## config.mk

```make
export PLATFORM = sky130hd
export DESIGN_NAME = sfrp_top
export DESIGN_NICKNAME = d
export VERILOG_FILES = /design/src/core/sfrp_disc_rom.v /design/src/core/sfrp_top.v
export VERILOG_INCLUDE_DIRS = /design/src /design/src/core
export SDC_FILE = /design/constraint.sdc
export NUM_CORES = 1
export LEC_CHECK = 0
export ABC_AREA = 1
export BUFFER_PORTS_ARGS = -buffer_cell sky130_fd_sc_hd__buf_2
export CORE_MARGIN = 4
export CORE_UTILIZATION = 50
export CTS_BUF_LIST = sky130_fd_sc_hd__clkbuf_4 sky130_fd_sc_hd__clkbuf_8
export CTS_CLUSTER_SIZE = 10
export DETAILED_ROUTE_END_ITERATION = 7
export GPL_TIMING_DRIVEN = 0
export PLACE_DENSITY_LB_ADDON = 0.3
export SLEW_MARGIN = 20
export SYNTH_ARGS = -nofsm -noshare
export SYNTH_HDL_FRONTEND = slang
export SYNTH_SLANG_ARGS = --single-unit
```

## constraint.sdc

```tcl
create_clock -name clk -period 3.8 [get_ports clk]
set_input_delay 0.76 -clock clk [delete_from_list [all_inputs] [get_ports clk]]
set_output_delay 0.76 -clock clk [all_outputs]
set_load 0.01 [all_outputs]
```

## src/core/sfrp_map.vh

```
`ifndef SFRP_MAP_VH
`define SFRP_MAP_VH

// ==========================================================
// protocol select on the proto input
`define SFRP_PROTO_EXT   2'h0
`define SFRP_PROTO_DUAL  2'h1
`define SFRP_PROTO_QUAD  2'h2

// ==========================================================
// read opcodes
`define SFRP_OP_READ     8'h03
`define SFRP_OP_FAST     8'h0B
`define SFRP_OP_DOUT     8'h3B
`define SFRP_OP_DIO      8'hBB
`define SFRP_OP_QOUT     8'h6B
`define SFRP_OP_QIO      8'hEB
`define SFRP_OP_DISC     8'h5A

// ==========================================================
// field lengths in bits and lane counts
`define SFRP_CMD_BITS    5'h08
`define SFRP_ADDR_BITS   5'h18
`define SFRP_BYTE_BITS   4'h8
`define SFRP_CNT_ZERO    5'h00
`define SFRP_LN1         3'h1
`define SFRP_LN2         3'h2
`define SFRP_LN4         3'h4

// ==========================================================
// dummy clock counts per command and protocol
`define SFRP_DUM_NONE    5'h00
`define SFRP_DUM_ONE     5'h01
`define SFRP_DUM_FAST    5'h08
`define SFRP_DUM_DOUT    5'h08
`define SFRP_DUM_DIO     5'h07
`define SFRP_DUM_QOUT    5'h07
`define SFRP_DUM_QIO     5'h09
`define SFRP_DUM_DUAL    5'h08
`define SFRP_DUM_QUAD    5'h0A
`define SFRP_DUM_DISC    5'h08
`define SFRP_DUM_DISCQ   5'h0A

// ==========================================================
// output enables per lane width
`define SFRP_OE_OFF      4'h0
`define SFRP_OE_X1       4'h2
`define SFRP_OE_X2       4'h3
`define SFRP_OE_X4       4'hF

// ==========================================================
// address handling
`define SFRP_ADDR_ZERO   24'h00_0000
`define SFRP_ADDR_ONE    24'h00_0001
`define SFRP_DISC_MASK   24'h00_07FF

// ==========================================================
// discovery table image, lowest address in the top byte
`define SFRP_T_HDR   128'h5346_4450_0001_00FF_0000_0109_3000_00FF
`define SFRP_T_PARM  32'hE520_F1FF
`define SFRP_T_DENS  32'hFFFF_FF07
`define SFRP_T_FR4   32'h29EB_276B
`define SFRP_T_FR2   32'h083B_27BB
`define SFRP_T_SUP   32'hFFFF_FFFF
`define SFRP_T_FRX   64'hFFFF_28BB_FFFF_2AEB
`define SFRP_T_ERS   64'h0C20_10D8_0000_0000
`define SFRP_T_FILLN 32
`define SFRP_T_BYTES 84
`define SFRP_T_END   11'h054
`define SFRP_ERASED  8'hFF

`endif

```

## src/core/sfrp_disc_rom.v

```verilog
`timescale 1ns/1ps
`include "sfrp_map.vh"

module sfrp_disc_rom
(
    input  wire [10:0] addr,
    output reg  [7:0]  data
);

// ==========================================================
// table image
// header, unused fill, then the parameter table proper
localparam [8*`SFRP_T_BYTES-1:0] IMG =
{
    `SFRP_T_HDR,
    {`SFRP_T_FILLN{`SFRP_ERASED}},
    `SFRP_T_PARM,
    `SFRP_T_DENS,
    `SFRP_T_FR4,
    `SFRP_T_FR2,
    `SFRP_T_SUP,
    `SFRP_T_FRX,
    `SFRP_T_ERS
};

wire [10:0] idx = `SFRP_T_END - 11'h001 - addr;

// ==========================================================
// lookup
// addresses past the image read as erased bytes
always @*
begin
    if (addr < `SFRP_T_END)
        data = IMG[idx*8 +: 8];
    else
        data = `SFRP_ERASED;
end

endmodule // sfrp_disc_rom

```

## src/core/sfrp_top.v

```verilog
`timescale 1ns/1ps
`include "sfrp_map.vh"

// What this block does
// - memory reads carry a 24-bit byte address, bits 23 to 0
// - address bits are sampled on serial clock rise with select low
// - address steps by one after every output byte, any start
// - select rising ends the read and stops output drive on the third clock edge after
// - fast reads put dummy clocks between address and data
// - each protocol accepts only its own subset of read commands
// - opcode, address and data lanes follow command and protocol
// - table 39h holds 1-4-4 opcode, 38h its dummy and mode counts
// - table 3Bh holds 1-1-4 opcode, 3Ah its dummy and mode counts
// - table 3Dh holds 1-1-2 opcode, 3Ch dummy and zero mode count
// - table 3Fh holds 1-2-2 opcode, 3Eh its dummy and mode counts
// - table 47h holds 2-2-2 opcode, 46h its dummy and mode counts
// - table 4Bh holds 4-4-4 opcode, 4Ah its dummy and mode counts
// - table 40h flags 2-2-2 and 4-4-4 support, all bits one
// - erase types 1 and 2 listed, types 3 and 4 read zero
// - table 34h to 37h hold density minus one, low byte first
// - table read uses 8 or 10 dummies and wraps at 2048 bytes
module sfrp_top
(
    input  wire        clk,
    input  wire        rstn,
    input  wire        cs_n,
    input  wire        sclk,
    input  wire [3:0]  dq_in,
    output reg  [3:0]  dq_out,
    output reg  [3:0]  dq_oe,
    input  wire [1:0]  proto,
    input  wire [4:0]  dummy_cfg,
    output reg  [23:0] mem_addr,
    output reg         mem_rd,
    input  wire [7:0]  mem_data
);

// ==========================================================
// states
localparam [5:0] ST_IDLE  = 6'b00_0001;
localparam [5:0] ST_CMD   = 6'b00_0010;
localparam [5:0] ST_ADDR  = 6'b00_0100;
localparam [5:0] ST_DUMMY = 6'b00_1000;
localparam [5:0] ST_DATA  = 6'b01_0000;
localparam [5:0] ST_SKIP  = 6'b10_0000;

// ==========================================================
// declarations
reg  [5:0]  sync1_q;
reg  [5:0]  sync2_q;
reg         sclk_prev_q;
reg  [5:0]  state_q;
reg  [23:0] sh_q;
reg  [4:0]  bit_cnt_q;
reg  [2:0]  aln_q;
reg  [2:0]  dln_q;
reg  [4:0]  dum_q;
reg         disc_q;
reg  [7:0]  buf_q;
reg         fetch_q;
reg  [7:0]  out_sh_q;
reg  [3:0]  left_q;
reg  [2:0]  cln;
reg         dec_ok;
reg  [2:0]  dec_aln;
reg  [2:0]  dec_dln;
reg  [4:0]  dec_dum;
reg         dec_disc;
reg  [2:0]  in_ln;
reg  [23:0] sh_d;
reg  [4:0]  cnt_d;
reg  [23:0] addr_nx;
wire        cs_s;
wire        sclk_s;
wire [3:0]  dq_s;
wire        rise;
wire        fall;
wire [7:0]  rom_data;

// ==========================================================
// pin synchronisers
// select, clock and data share one two-stage path so that
// their relative timing is kept
always @(posedge clk or negedge rstn)
begin
    if (!rstn)
    begin
        sync1_q     <= 6'h20;
        sync2_q     <= 6'h20;
        sclk_prev_q <= 1'b0;
    end
    else
    begin
        sync1_q     <= {cs_n, sclk, dq_in};
        sync2_q     <= sync1_q;
        sclk_prev_q <= sync2_q[4];
    end
end

assign cs_s   = sync2_q[5];
assign sclk_s = sync2_q[4];
assign dq_s   = sync2_q[3:0];

// serial clock edges, only while selected
assign rise = sclk_s & ~sclk_prev_q & ~cs_s;
assign fall = ~sclk_s & sclk_prev_q & ~cs_s;

// ==========================================================
// discovery table
sfrp_disc_rom u_rom
(
    .addr (mem_addr[10:0]),
    .data (rom_data)
);

// ==========================================================
// helpers
// next output group, msb on the highest lane
function [3:0] out_grp;
    input [7:0] b;
    input [2:0] ln;
    begin
        case (ln)
            `SFRP_LN2: out_grp = {2'b00, b[7:6]};
            `SFRP_LN4: out_grp = b[7:4];
            default:   out_grp = {2'b00, b[7], 1'b0};
        endcase
    end
endfunction

// lane enables for a data width
function [3:0] oe_of;
    input [2:0] ln;
    begin
        case (ln)
            `SFRP_LN2: oe_of = `SFRP_OE_X2;
            `SFRP_LN4: oe_of = `SFRP_OE_X4;
            default:   oe_of = `SFRP_OE_X1;
        endcase
    end
endfunction

// ==========================================================
// opcode lanes by protocol
// opcode lane count
always @*
begin
    case (proto)
        `SFRP_PROTO_DUAL: cln = `SFRP_LN2;
        `SFRP_PROTO_QUAD: cln = `SFRP_LN4;
        default:          cln = `SFRP_LN1;
    endcase
end

// ==========================================================
// command decode on the assembled opcode
always @*
begin
    dec_ok   = 1'b0;
    dec_aln  = `SFRP_LN1;
    dec_dln  = `SFRP_LN1;
    dec_dum  = `SFRP_DUM_NONE;
    dec_disc = 1'b0;
    case (proto)
        `SFRP_PROTO_EXT:
        begin
            case (sh_d[7:0])
                `SFRP_OP_READ: dec_ok = 1'b1;
                `SFRP_OP_FAST:
                begin
                    dec_ok  = 1'b1;
                    dec_dum = `SFRP_DUM_FAST;
                end
                `SFRP_OP_DOUT:
                begin
                    dec_ok  = 1'b1;
                    dec_dln = `SFRP_LN2;
                    dec_dum = `SFRP_DUM_DOUT;
                end
                `SFRP_OP_DIO:
                begin
                    dec_ok  = 1'b1;
                    dec_aln = `SFRP_LN2;
                    dec_dln = `SFRP_LN2;
                    dec_dum = `SFRP_DUM_DIO;
                end
                `SFRP_OP_QOUT:
                begin
                    dec_ok  = 1'b1;
                    dec_dln = `SFRP_LN4;
                    dec_dum = `SFRP_DUM_QOUT;
                end
                `SFRP_OP_QIO:
                begin
                    dec_ok  = 1'b1;
                    dec_aln = `SFRP_LN4;
                    dec_dln = `SFRP_LN4;
                    dec_dum = `SFRP_DUM_QIO;
                end
                `SFRP_OP_DISC:
                begin
                    dec_ok   = 1'b1;
                    dec_dum  = `SFRP_DUM_DISC;
                    dec_disc = 1'b1;
                end
                default: dec_ok = 1'b0;
            endcase
        end
        // dual accepts fast, dual out, dual io
        `SFRP_PROTO_DUAL:
        begin
            dec_aln = `SFRP_LN2;
            dec_dln = `SFRP_LN2;
            case (sh_d[7:0])
                `SFRP_OP_FAST,
                `SFRP_OP_DOUT,
                `SFRP_OP_DIO:
                begin
                    dec_ok  = 1'b1;
                    dec_dum = `SFRP_DUM_DUAL;
                end
                `SFRP_OP_DISC:
                begin
                    dec_ok   = 1'b1;
                    dec_dum  = `SFRP_DUM_DISC;
                    dec_disc = 1'b1;
                end
                default: dec_ok = 1'b0;
            endcase
        end
        // quad accepts fast, quad out, quad io
        `SFRP_PROTO_QUAD:
        begin
            dec_aln = `SFRP_LN4;
            dec_dln = `SFRP_LN4;
            case (sh_d[7:0])
                `SFRP_OP_FAST,
                `SFRP_OP_QOUT,
                `SFRP_OP_QIO:
                begin
                    dec_ok  = 1'b1;
                    dec_dum = `SFRP_DUM_QUAD;
                end
                `SFRP_OP_DISC:
                begin
                    dec_ok   = 1'b1;
                    dec_dum  = `SFRP_DUM_DISCQ;
                    dec_disc = 1'b1;
                end
                default: dec_ok = 1'b0;
            endcase
        end
        default: dec_ok = 1'b0;
    endcase
    if (dec_ok && !dec_disc && dec_dum != `SFRP_DUM_NONE &&
        dummy_cfg != `SFRP_DUM_NONE)
        dec_dum = dummy_cfg;
end

// ==========================================================
// input shifter for opcode and address
// bits shifted in on detected rise
always @*
begin
    in_ln = state_q[2] ? aln_q : cln;
    case (in_ln)
        `SFRP_LN2: sh_d = {sh_q[21:0], dq_s[1:0]};
        `SFRP_LN4: sh_d = {sh_q[19:0], dq_s};
        default:   sh_d = {sh_q[22:0], dq_s[0]};
    endcase
    cnt_d = bit_cnt_q + {2'b00, in_ln};
    // next byte address, table reads wrap
    addr_nx = mem_addr + `SFRP_ADDR_ONE;
    if (disc_q)
        addr_nx = addr_nx & `SFRP_DISC_MASK;
end

// ==========================================================
// sequencer and output driver
always @(posedge clk or negedge rstn)
begin
    if (!rstn)
    begin
        state_q   <= ST_IDLE;
        sh_q      <= `SFRP_ADDR_ZERO;
        bit_cnt_q <= `SFRP_CNT_ZERO;
        aln_q     <= `SFRP_LN1;
        dln_q     <= `SFRP_LN1;
        dum_q     <= `SFRP_DUM_NONE;
        disc_q    <= 1'b0;
        buf_q     <= `SFRP_ERASED;
        fetch_q   <= 1'b0;
        out_sh_q  <= `SFRP_ERASED;
        left_q    <= 4'h0;
        dq_out    <= `SFRP_OE_OFF;
        dq_oe     <= `SFRP_OE_OFF;
        mem_addr  <= `SFRP_ADDR_ZERO;
        mem_rd    <= 1'b0;
    end
    else if (cs_s)
    begin
        // select high ends the frame, drive released
        state_q   <= ST_IDLE;
        bit_cnt_q <= `SFRP_CNT_ZERO;
        fetch_q   <= 1'b0;
        mem_rd    <= 1'b0;
        dq_oe     <= `SFRP_OE_OFF;
        dq_out    <= `SFRP_OE_OFF;
    end
    else
    begin
        mem_rd  <= 1'b0;
        fetch_q <= mem_rd;
        // fetched byte lands one cycle after the request
        if (fetch_q)
            buf_q <= disc_q ? rom_data : mem_data;
        case (state_q)
            ST_IDLE:
            begin
                state_q   <= ST_CMD;
                bit_cnt_q <= `SFRP_CNT_ZERO;
            end
            ST_CMD:
            begin
                if (rise)
                begin
                    sh_q      <= sh_d;
                    bit_cnt_q <= cnt_d;
                    if (cnt_d == `SFRP_CMD_BITS)
                    begin
                        bit_cnt_q <= `SFRP_CNT_ZERO;
                        aln_q     <= dec_aln;
                        dln_q     <= dec_dln;
                        dum_q     <= dec_dum;
                        disc_q    <= dec_disc;
                        // refused opcodes idle out the frame
                        state_q   <= dec_ok ? ST_ADDR : ST_SKIP;
                    end
                end
            end
            ST_ADDR:
            begin
                if (rise)
                begin
                    sh_q      <= sh_d;
                    bit_cnt_q <= cnt_d;
                    if (cnt_d == `SFRP_ADDR_BITS)
                    begin
                        bit_cnt_q <= `SFRP_CNT_ZERO;
                        left_q    <= 4'h0;
                        mem_addr  <= disc_q ? (sh_d & `SFRP_DISC_MASK)
                                            : sh_d;
                        mem_rd    <= 1'b1;
                        state_q   <= (dum_q == `SFRP_DUM_NONE) ?
                                     ST_DATA : ST_DUMMY;
                    end
                end
            end
            ST_DUMMY:
            begin
                if (rise)
                begin
                    dum_q <= dum_q - `SFRP_DUM_ONE;
                    if (dum_q == `SFRP_DUM_ONE)
                        state_q <= ST_DATA;
                end
            end
            ST_DATA:
            begin
                if (fall)
                begin
                    dq_oe <= oe_of(dln_q);
                    if (left_q == 4'h0)
                    begin
                        dq_out   <= out_grp(buf_q, dln_q);
                        out_sh_q <= buf_q << dln_q;
                        left_q   <= `SFRP_BYTE_BITS - {1'b0, dln_q};
                        mem_addr <= addr_nx;
                        mem_rd   <= 1'b1;
                    end
                    else
                    begin
                        dq_out   <= out_grp(out_sh_q, dln_q);
                        out_sh_q <= out_sh_q << dln_q;
                        left_q   <= left_q - {1'b0, dln_q};
                    end
                end
            end
            ST_SKIP:
                state_q <= ST_SKIP;
            default:
                state_q <= ST_IDLE;
        endcase
    end
end

endmodule // sfrp_top
```

Word-level counts from Yosys, hierarchy flattened --
Index checks and enable logic that the tools add are counted.
Word-level totals: logic and storage cells 174, output and inout port bits 33, flip-flop bits (word level) 113
Cells by class: eq/ne operators 36, reduce and logical (&&, ||, !) cells 33, $add $sub $neg 6, shift-type cells 3, bitwise gates (word level) 7, multiplexer cells 70, $lt $le $gt $ge 1
Operator list (number):
- $shiftx 672x15->8 const A | 1
- $mux 24 | 6
- $pmux 24 s2 | 2
- $mux 4 | 13
- $mux 5 | 10
- $mux 6 | 8
- $pmux 6 s6 | 1
- $pmux 4 s2 | 4
- $add 24x1->24 const B | 1
- $mux 8 | 3
- $pmux 4 s3 | 2
- $ne 3x3->1 const B | 6
- $pmux 3 s2 | 3
- $pmux 3 s3 | 2
- $eq 8x7->1 const B | 2
- $eq 8x8->1 const B | 2
- $ne 2x2->1 const B | 8
- $shl 8x3->8 | 2
- $pmux 5 s3 | 1
- $lt 11x7->1 const B | 1
- $mux 1 | 11
- $sub 7x11->11 const A | 1
- $pmux 5 s2 | 1
- $reduce_and 5->1 | 2
- other kinds (42) | 63

Logic depth before layout (Yosys ltp) --
depth after elaboration 16, depth in mapped cells 23, gate-level depth less buffers 22

By module --
Synthesis repeated with hierarchy kept, for this count alone.
Unflattened totals: cell total of the unflattened synthesis 1097, area total of the unflattened synthesis 8099.0 um^2
Modules (own cells, without submodules):
- sfrp_top | area an instance 7059.3 um^2, instances 1, cells an instance 890, sequential area each 2829.0 um^2
- sfrp_disc_rom | area an instance 1039.7 um^2, instances 1, cells an instance 207, sequential area each 0.0 um^2

Least setup slack after synthesis --
Ideal clock, no wire load.
kind input to register, start input port proto[1], end register mem_addr[20], cell stages on the path 19, library setup time 0.096 ns, arrival time 3.670 ns, path buffers 2, setup slack 0.035 ns, cells stage by stage inv_1 -> ha_1 -> nand2_2 -> nand2_4 -> buf_6 -> inv_1 -> ha_1 -> fa_1 -> xor2_1 -> nor4_1 -> nand2_1 -> nand2_1 -> nand2_1 -> nor2_1 -> nand2_1 -> a21oi_2 -> nand2_1 -> clkbuf_1 -> o31ai_1
Between the ends: word-level cells in the longest chain between the ends 9, elaborated cells between the ends (all ways) 15
RTL lines:
- from (decl) | RTL line sfrp_top.v:31 | input wire [1:0] proto,
- $eq 2x2->1 / $eq 2x1->1 (equally long branches) | RTL line sfrp_top.v:148 | case (proto)
- $pmux 3 s2 * | RTL line sfrp_top.v:148
- $mux 3 * | RTL line sfrp_top.v:265 | in_ln = state_q[2] ? aln_q : cln;
- parallel branches: the longest is 6 deep, another holds $add 5x3->5
- to (signal assigned) | RTL line sfrp_top.v:297 | mem_addr <= `SFRP_ADDR_ZERO;
- to (signal assigned) | RTL line sfrp_top.v:351 | mem_addr <= disc_q ? (sh_d & `SFRP_DISC_MASK)
- to (signal assigned) | RTL line sfrp_top.v:378 | mem_addr <= addr_nx;
- to (decl) | RTL line sfrp_top.v:33 | output reg [23:0] mem_addr,
Mark *: on every way between the ends. The select of a mux whose other input is x is not followed. A chain may end at the register's enable or synchronous reset.

Final worst setup path --
start input port proto[0], end register mem_addr[22]
Same word-level chain as after synthesis.

==> metrics.md <==
| Metric | Value |
|---|---|
| Met3 WL | `1156 um` |
| Syn_nets | `1086` |
| Root Buffer | `clkbuf_8` |
| Worst r2r src | `state_q[2]` |
| Vias in the first global route | `6720` |
| Via count | `7386` |
| RSZ-0062 raised after global routing | `false` |
| Max-cap violations | `0` |
| Largest net degree at the start of global routing | `62` |
| Crit path launch | `proto[0]` |
| Wire per inst | `15.21 um` |
| Run status | `complete, no violations` |
| EDFF count, synth | `0` |
| Initial Util | `50.86%` |
| Layout cells sized above 1 | `16.96%` |
| Die Area | `17450 sq um` |
| # nets final | `1157` |
| Pwr Density | `366.1 nW/um^2` |
| Final core occ | `56.60%` |
| DIE WIDTH | `132.1 um` |
| Yosys cell types | `57` |
| H-tree levels | `3` |
| Asr flop ratio synth | `100.0%` |
| Clock latency on the worst-skew pair | `0.40 ns` |
| Area Overhead vs Synth | `11.31%` |
| Register bit total from synthesis | `112` |
| Initial antenna violation count | `0` |
| Worst-Margin Slew | `0.6494 ns` |
| CTS sink count | `112` |
| Cell count after synthesis | `1044` |
| Port buffer count | `55` |
| Min Clock Period, post-route | `3.641 ns` |
| Final hold violation count | `0` |
| Residual DRC | `0` |
| Slew headroom | `56.35%` |
| Tot GR Track Use | `22.88%` |
| Register clock-pin slew on the reported worst setup and hold paths | `0.12 ns` |
| CP Max Fanout | `10` |
| Leakage | `4.130 nW` |
| CP startpoint kind | `input port` |
| HPWL Detailed | `14960 um` |
| FILL cells | `1427` |
| R2r setup slk | `0.36 ns` |
| Die height | `132.1 um` |
| Initial drt markers | `696` |
| CTS tree | `built` |
| Worst hold slack | `0.2866 ns` |
| Clk buf depth | `2` |
| Vias/cell | `5.647` |
| DRT met1 WL | `9080 um` |
| Count of pins over their slew limit | `0` |
| Levels on crit path | `20` |
| CP max stage delay | `0.36 ns` |
| Worst EP required | `4.11 ns` |
| CP bufs+invs | `5` |
| Slowest cell on crit path | `fa_2` |
| CP arrival | `3.95 ns` |
| Met2 wire len | `9220 um` |
| Drt total wl | `19900 um` |
| Final setup fails | `0` |
| Main synth FF type | `dfrtp_1` |
| Setup Skew | `0.01866 ns` |
| Most common cell after layout, fill and taps aside | `nand2_1` |
| CP Capture Type | `flip-flop` |
| Gpl congestion | `0.9447` |
| Max Fclk | `274.6 MHz` |
| Most frequent cells in the layout | `nand2_1 (228), inv_1 (132), o21ai_0 (113), dfrtp_1 (91), nor2_1 (88)` |
| Grt total ovfl | `0` |
| Diodes inserted | `0` |
| Reg-to-Reg End | `mem_addr[22]` |
| HP Class | `in2async` |
| Highest Signal Layer | `met4` |
| First-pass GRT wire length | `33090 um` |
| Mapped cell area | `7702 sq um` |
| CORE AREA | `15150 sq um` |
| Register area share after synthesis | `36.73%` |
| Post-DRT Antenna Nets | `0` |
| Mean Syn Cell Area | `7.378 sq um` |
| Final Cycle Share | `95.82%` |
| Critical path, cell by cell | `buf_2 > inv_2 > ha_4 > nand2_2 > nand2_4 > buf_6 > inv_1 > ha_1 > fa_2 > xor2_1 > nor4_2 > nand2_1 > nand2_1 > nand2_1 > nor2_2 > nand2_2 > a21oi_4 > nand2_2 > buf_4 > o31ai_1` |
| Worst Reg2Reg Path Length in Cells | `18` |
| Std-Cell Rows | `45` |
| Num CTS Buffers | `9` |
| Maximum VDD drop | `203.0 uV` |
| CP top delay family | `simple AND/OR/NAND/NOR gates` |
| Setup Crit Path Kind | `in2reg` |
| TritonRoute pass-1 iters | `5` |
| Syn. warnings | `0` |
| Num ports | `56` |
| TNS Setup | `0 ns` |
==> layer usage <==
| metal | track usage (%) | up-vias |
|---|---|---|
| met5 | 0 | - |
| met4 | 7.468 | 0 |
| met3 | 3.397 | 37 |
| met2 | 35.80 | 245 |
| met1 | 32.71 | 3449 |
| li1 | - | 3655 |
==> synthesized netlist by cell type (2+ instances only) <==
master | count | area, sq um
nand2_1 | 230 | 863.3
a21oi_2 | 3 | 26.28
a21boi_0 | 2 | 15.01
buf_1 | 2 | 7.510
ha_1 | 17 | 212.7
a31oi_1 | 9 | 56.30
dfstp_2 | 21 | 551.8
nor3_1 | 12 | 60.06
inv_1 | 135 | 506.7
nor2_1 | 89 | 334.1
nor4_1 | 5 | 31.28
nand3_1 | 45 | 225.2
xor2_1 | 12 | 105.1
o211ai_1 | 13 | 97.59
a32o_1 | 3 | 30.03
clkbuf_1 | 23 | 86.33
o21bai_1 | 3 | 22.52
buf_2 | 2 | 10.01
nor2_4 | 4 | 45.04
fa_1 | 2 | 40.04
dfrtp_1 | 91 | 2277
o41ai_1 | 2 | 17.52
a22o_1 | 3 | 26.28
o32ai_1 | 2 | 17.52
clkinv_1 | 3 | 11.26
o31ai_1 | 7 | 52.55
nand3_2 | 9 | 90.09
o21ai_1 | 8 | 40.04
nand2_4 | 9 | 101.4
o21ai_0 | 113 | 565.5
nor4_2 | 2 | 25.02
nand3_4 | 3 | 52.55
nor2_2 | 9 | 56.30
xnor2_1 | 4 | 35.03
buf_6 | 3 | 33.78
o21ai_4 | 2 | 32.53
nand2_2 | 24 | 150.1
o22ai_1 | 19 | 118.9
a22oi_1 | 20 | 150.1
a21oi_1 | 39 | 195.2
nor2_8 | 2 | 40.04
nand4_1 | 17 | 106.4
o221ai_1 | 7 | 61.31
==> state kept, by name, summed over array words and instances (netlist names), 3 cells and up <==
name       flops
sync2_q        6
aln_q          3
sh_q          23
dum_q          5
left_q         4
state_q        6
bit_cnt_q      5
dln_q          3
mem_addr      24
dq_out         4
sync1_q        6
dq_oe          3
out_sh_q       8
buf_q          8
==> how the worst max path moves through the flow <==
stage | endpoint
after floorplan | mem_addr[20]
after global placement | mem_addr[22]
after detailed placement | mem_addr[22]
after CTS | mem_addr[22]
after global routing | mem_addr[20]
final | mem_addr[22]
==> area by class of cell <==
type	count	area (sq um)	area share (%)
Tap cell	188	235.2	2.744
Multi-Input combinational cell	762	4265	49.75
Buffer	30	147.6	1.722
Clock buffer	9	123.9	1.445
Sequential cell	112	2829	33.00
Clock inverter	7	101.3	1.182
Timing Repair Buffer	61	346.6	4.043
Inverter	139	524.3	6.115
==> stage by stage <==
step | std cells | area [sq um] | power [W] | worst slack (ns)
floorplan | 1044 | 7702 | 0.002081 | 0.03455
global placement | 1287 | 8213 | 0.002306 | -0.7948
detailed placement | 1288 | 8247 | 0.002319 | -0.8235
CTS | 1307 | 8523 | 0.003146 | 0.02028
global route | 1308 | 8573 | 0.003349 | 0.01454
finish | 1308 | 8573 | 0.003138 | 0.1587
==> cells by family after synthesis <==
logic type | synth area share, %
compound gates | 20.47
flops | 36.73
fa+ha+maj | 3.281
simple gates | 28.88
mux | 0.1300
buf+inv | 8.691
xor+xnor | 1.819
==> power by group <==
| part | internal, W | switching [W] | leakage (nW) | total (W) |
|---|---|---|---|---|
| logic | 0.000278 | 0.000566 | 2.74 | 0.000844 |
| clock network | 0.000380 | 0.000436 | 0.112 | 0.000816 |
| registers | 0.00135 | 0.000127 | 1.27 | 0.00148 |
==> repair_timing <==
item | CTS | global route
resized for setup | 9 | 12
hold buffers | 0 | 0
gates cloned | 0 | 0
setup endpoints to repair | 28 | 29
pin swaps | 2 | 2
buffers inserted | 3 | 2
Note: power is estimated with default switching activity, not from simulation.
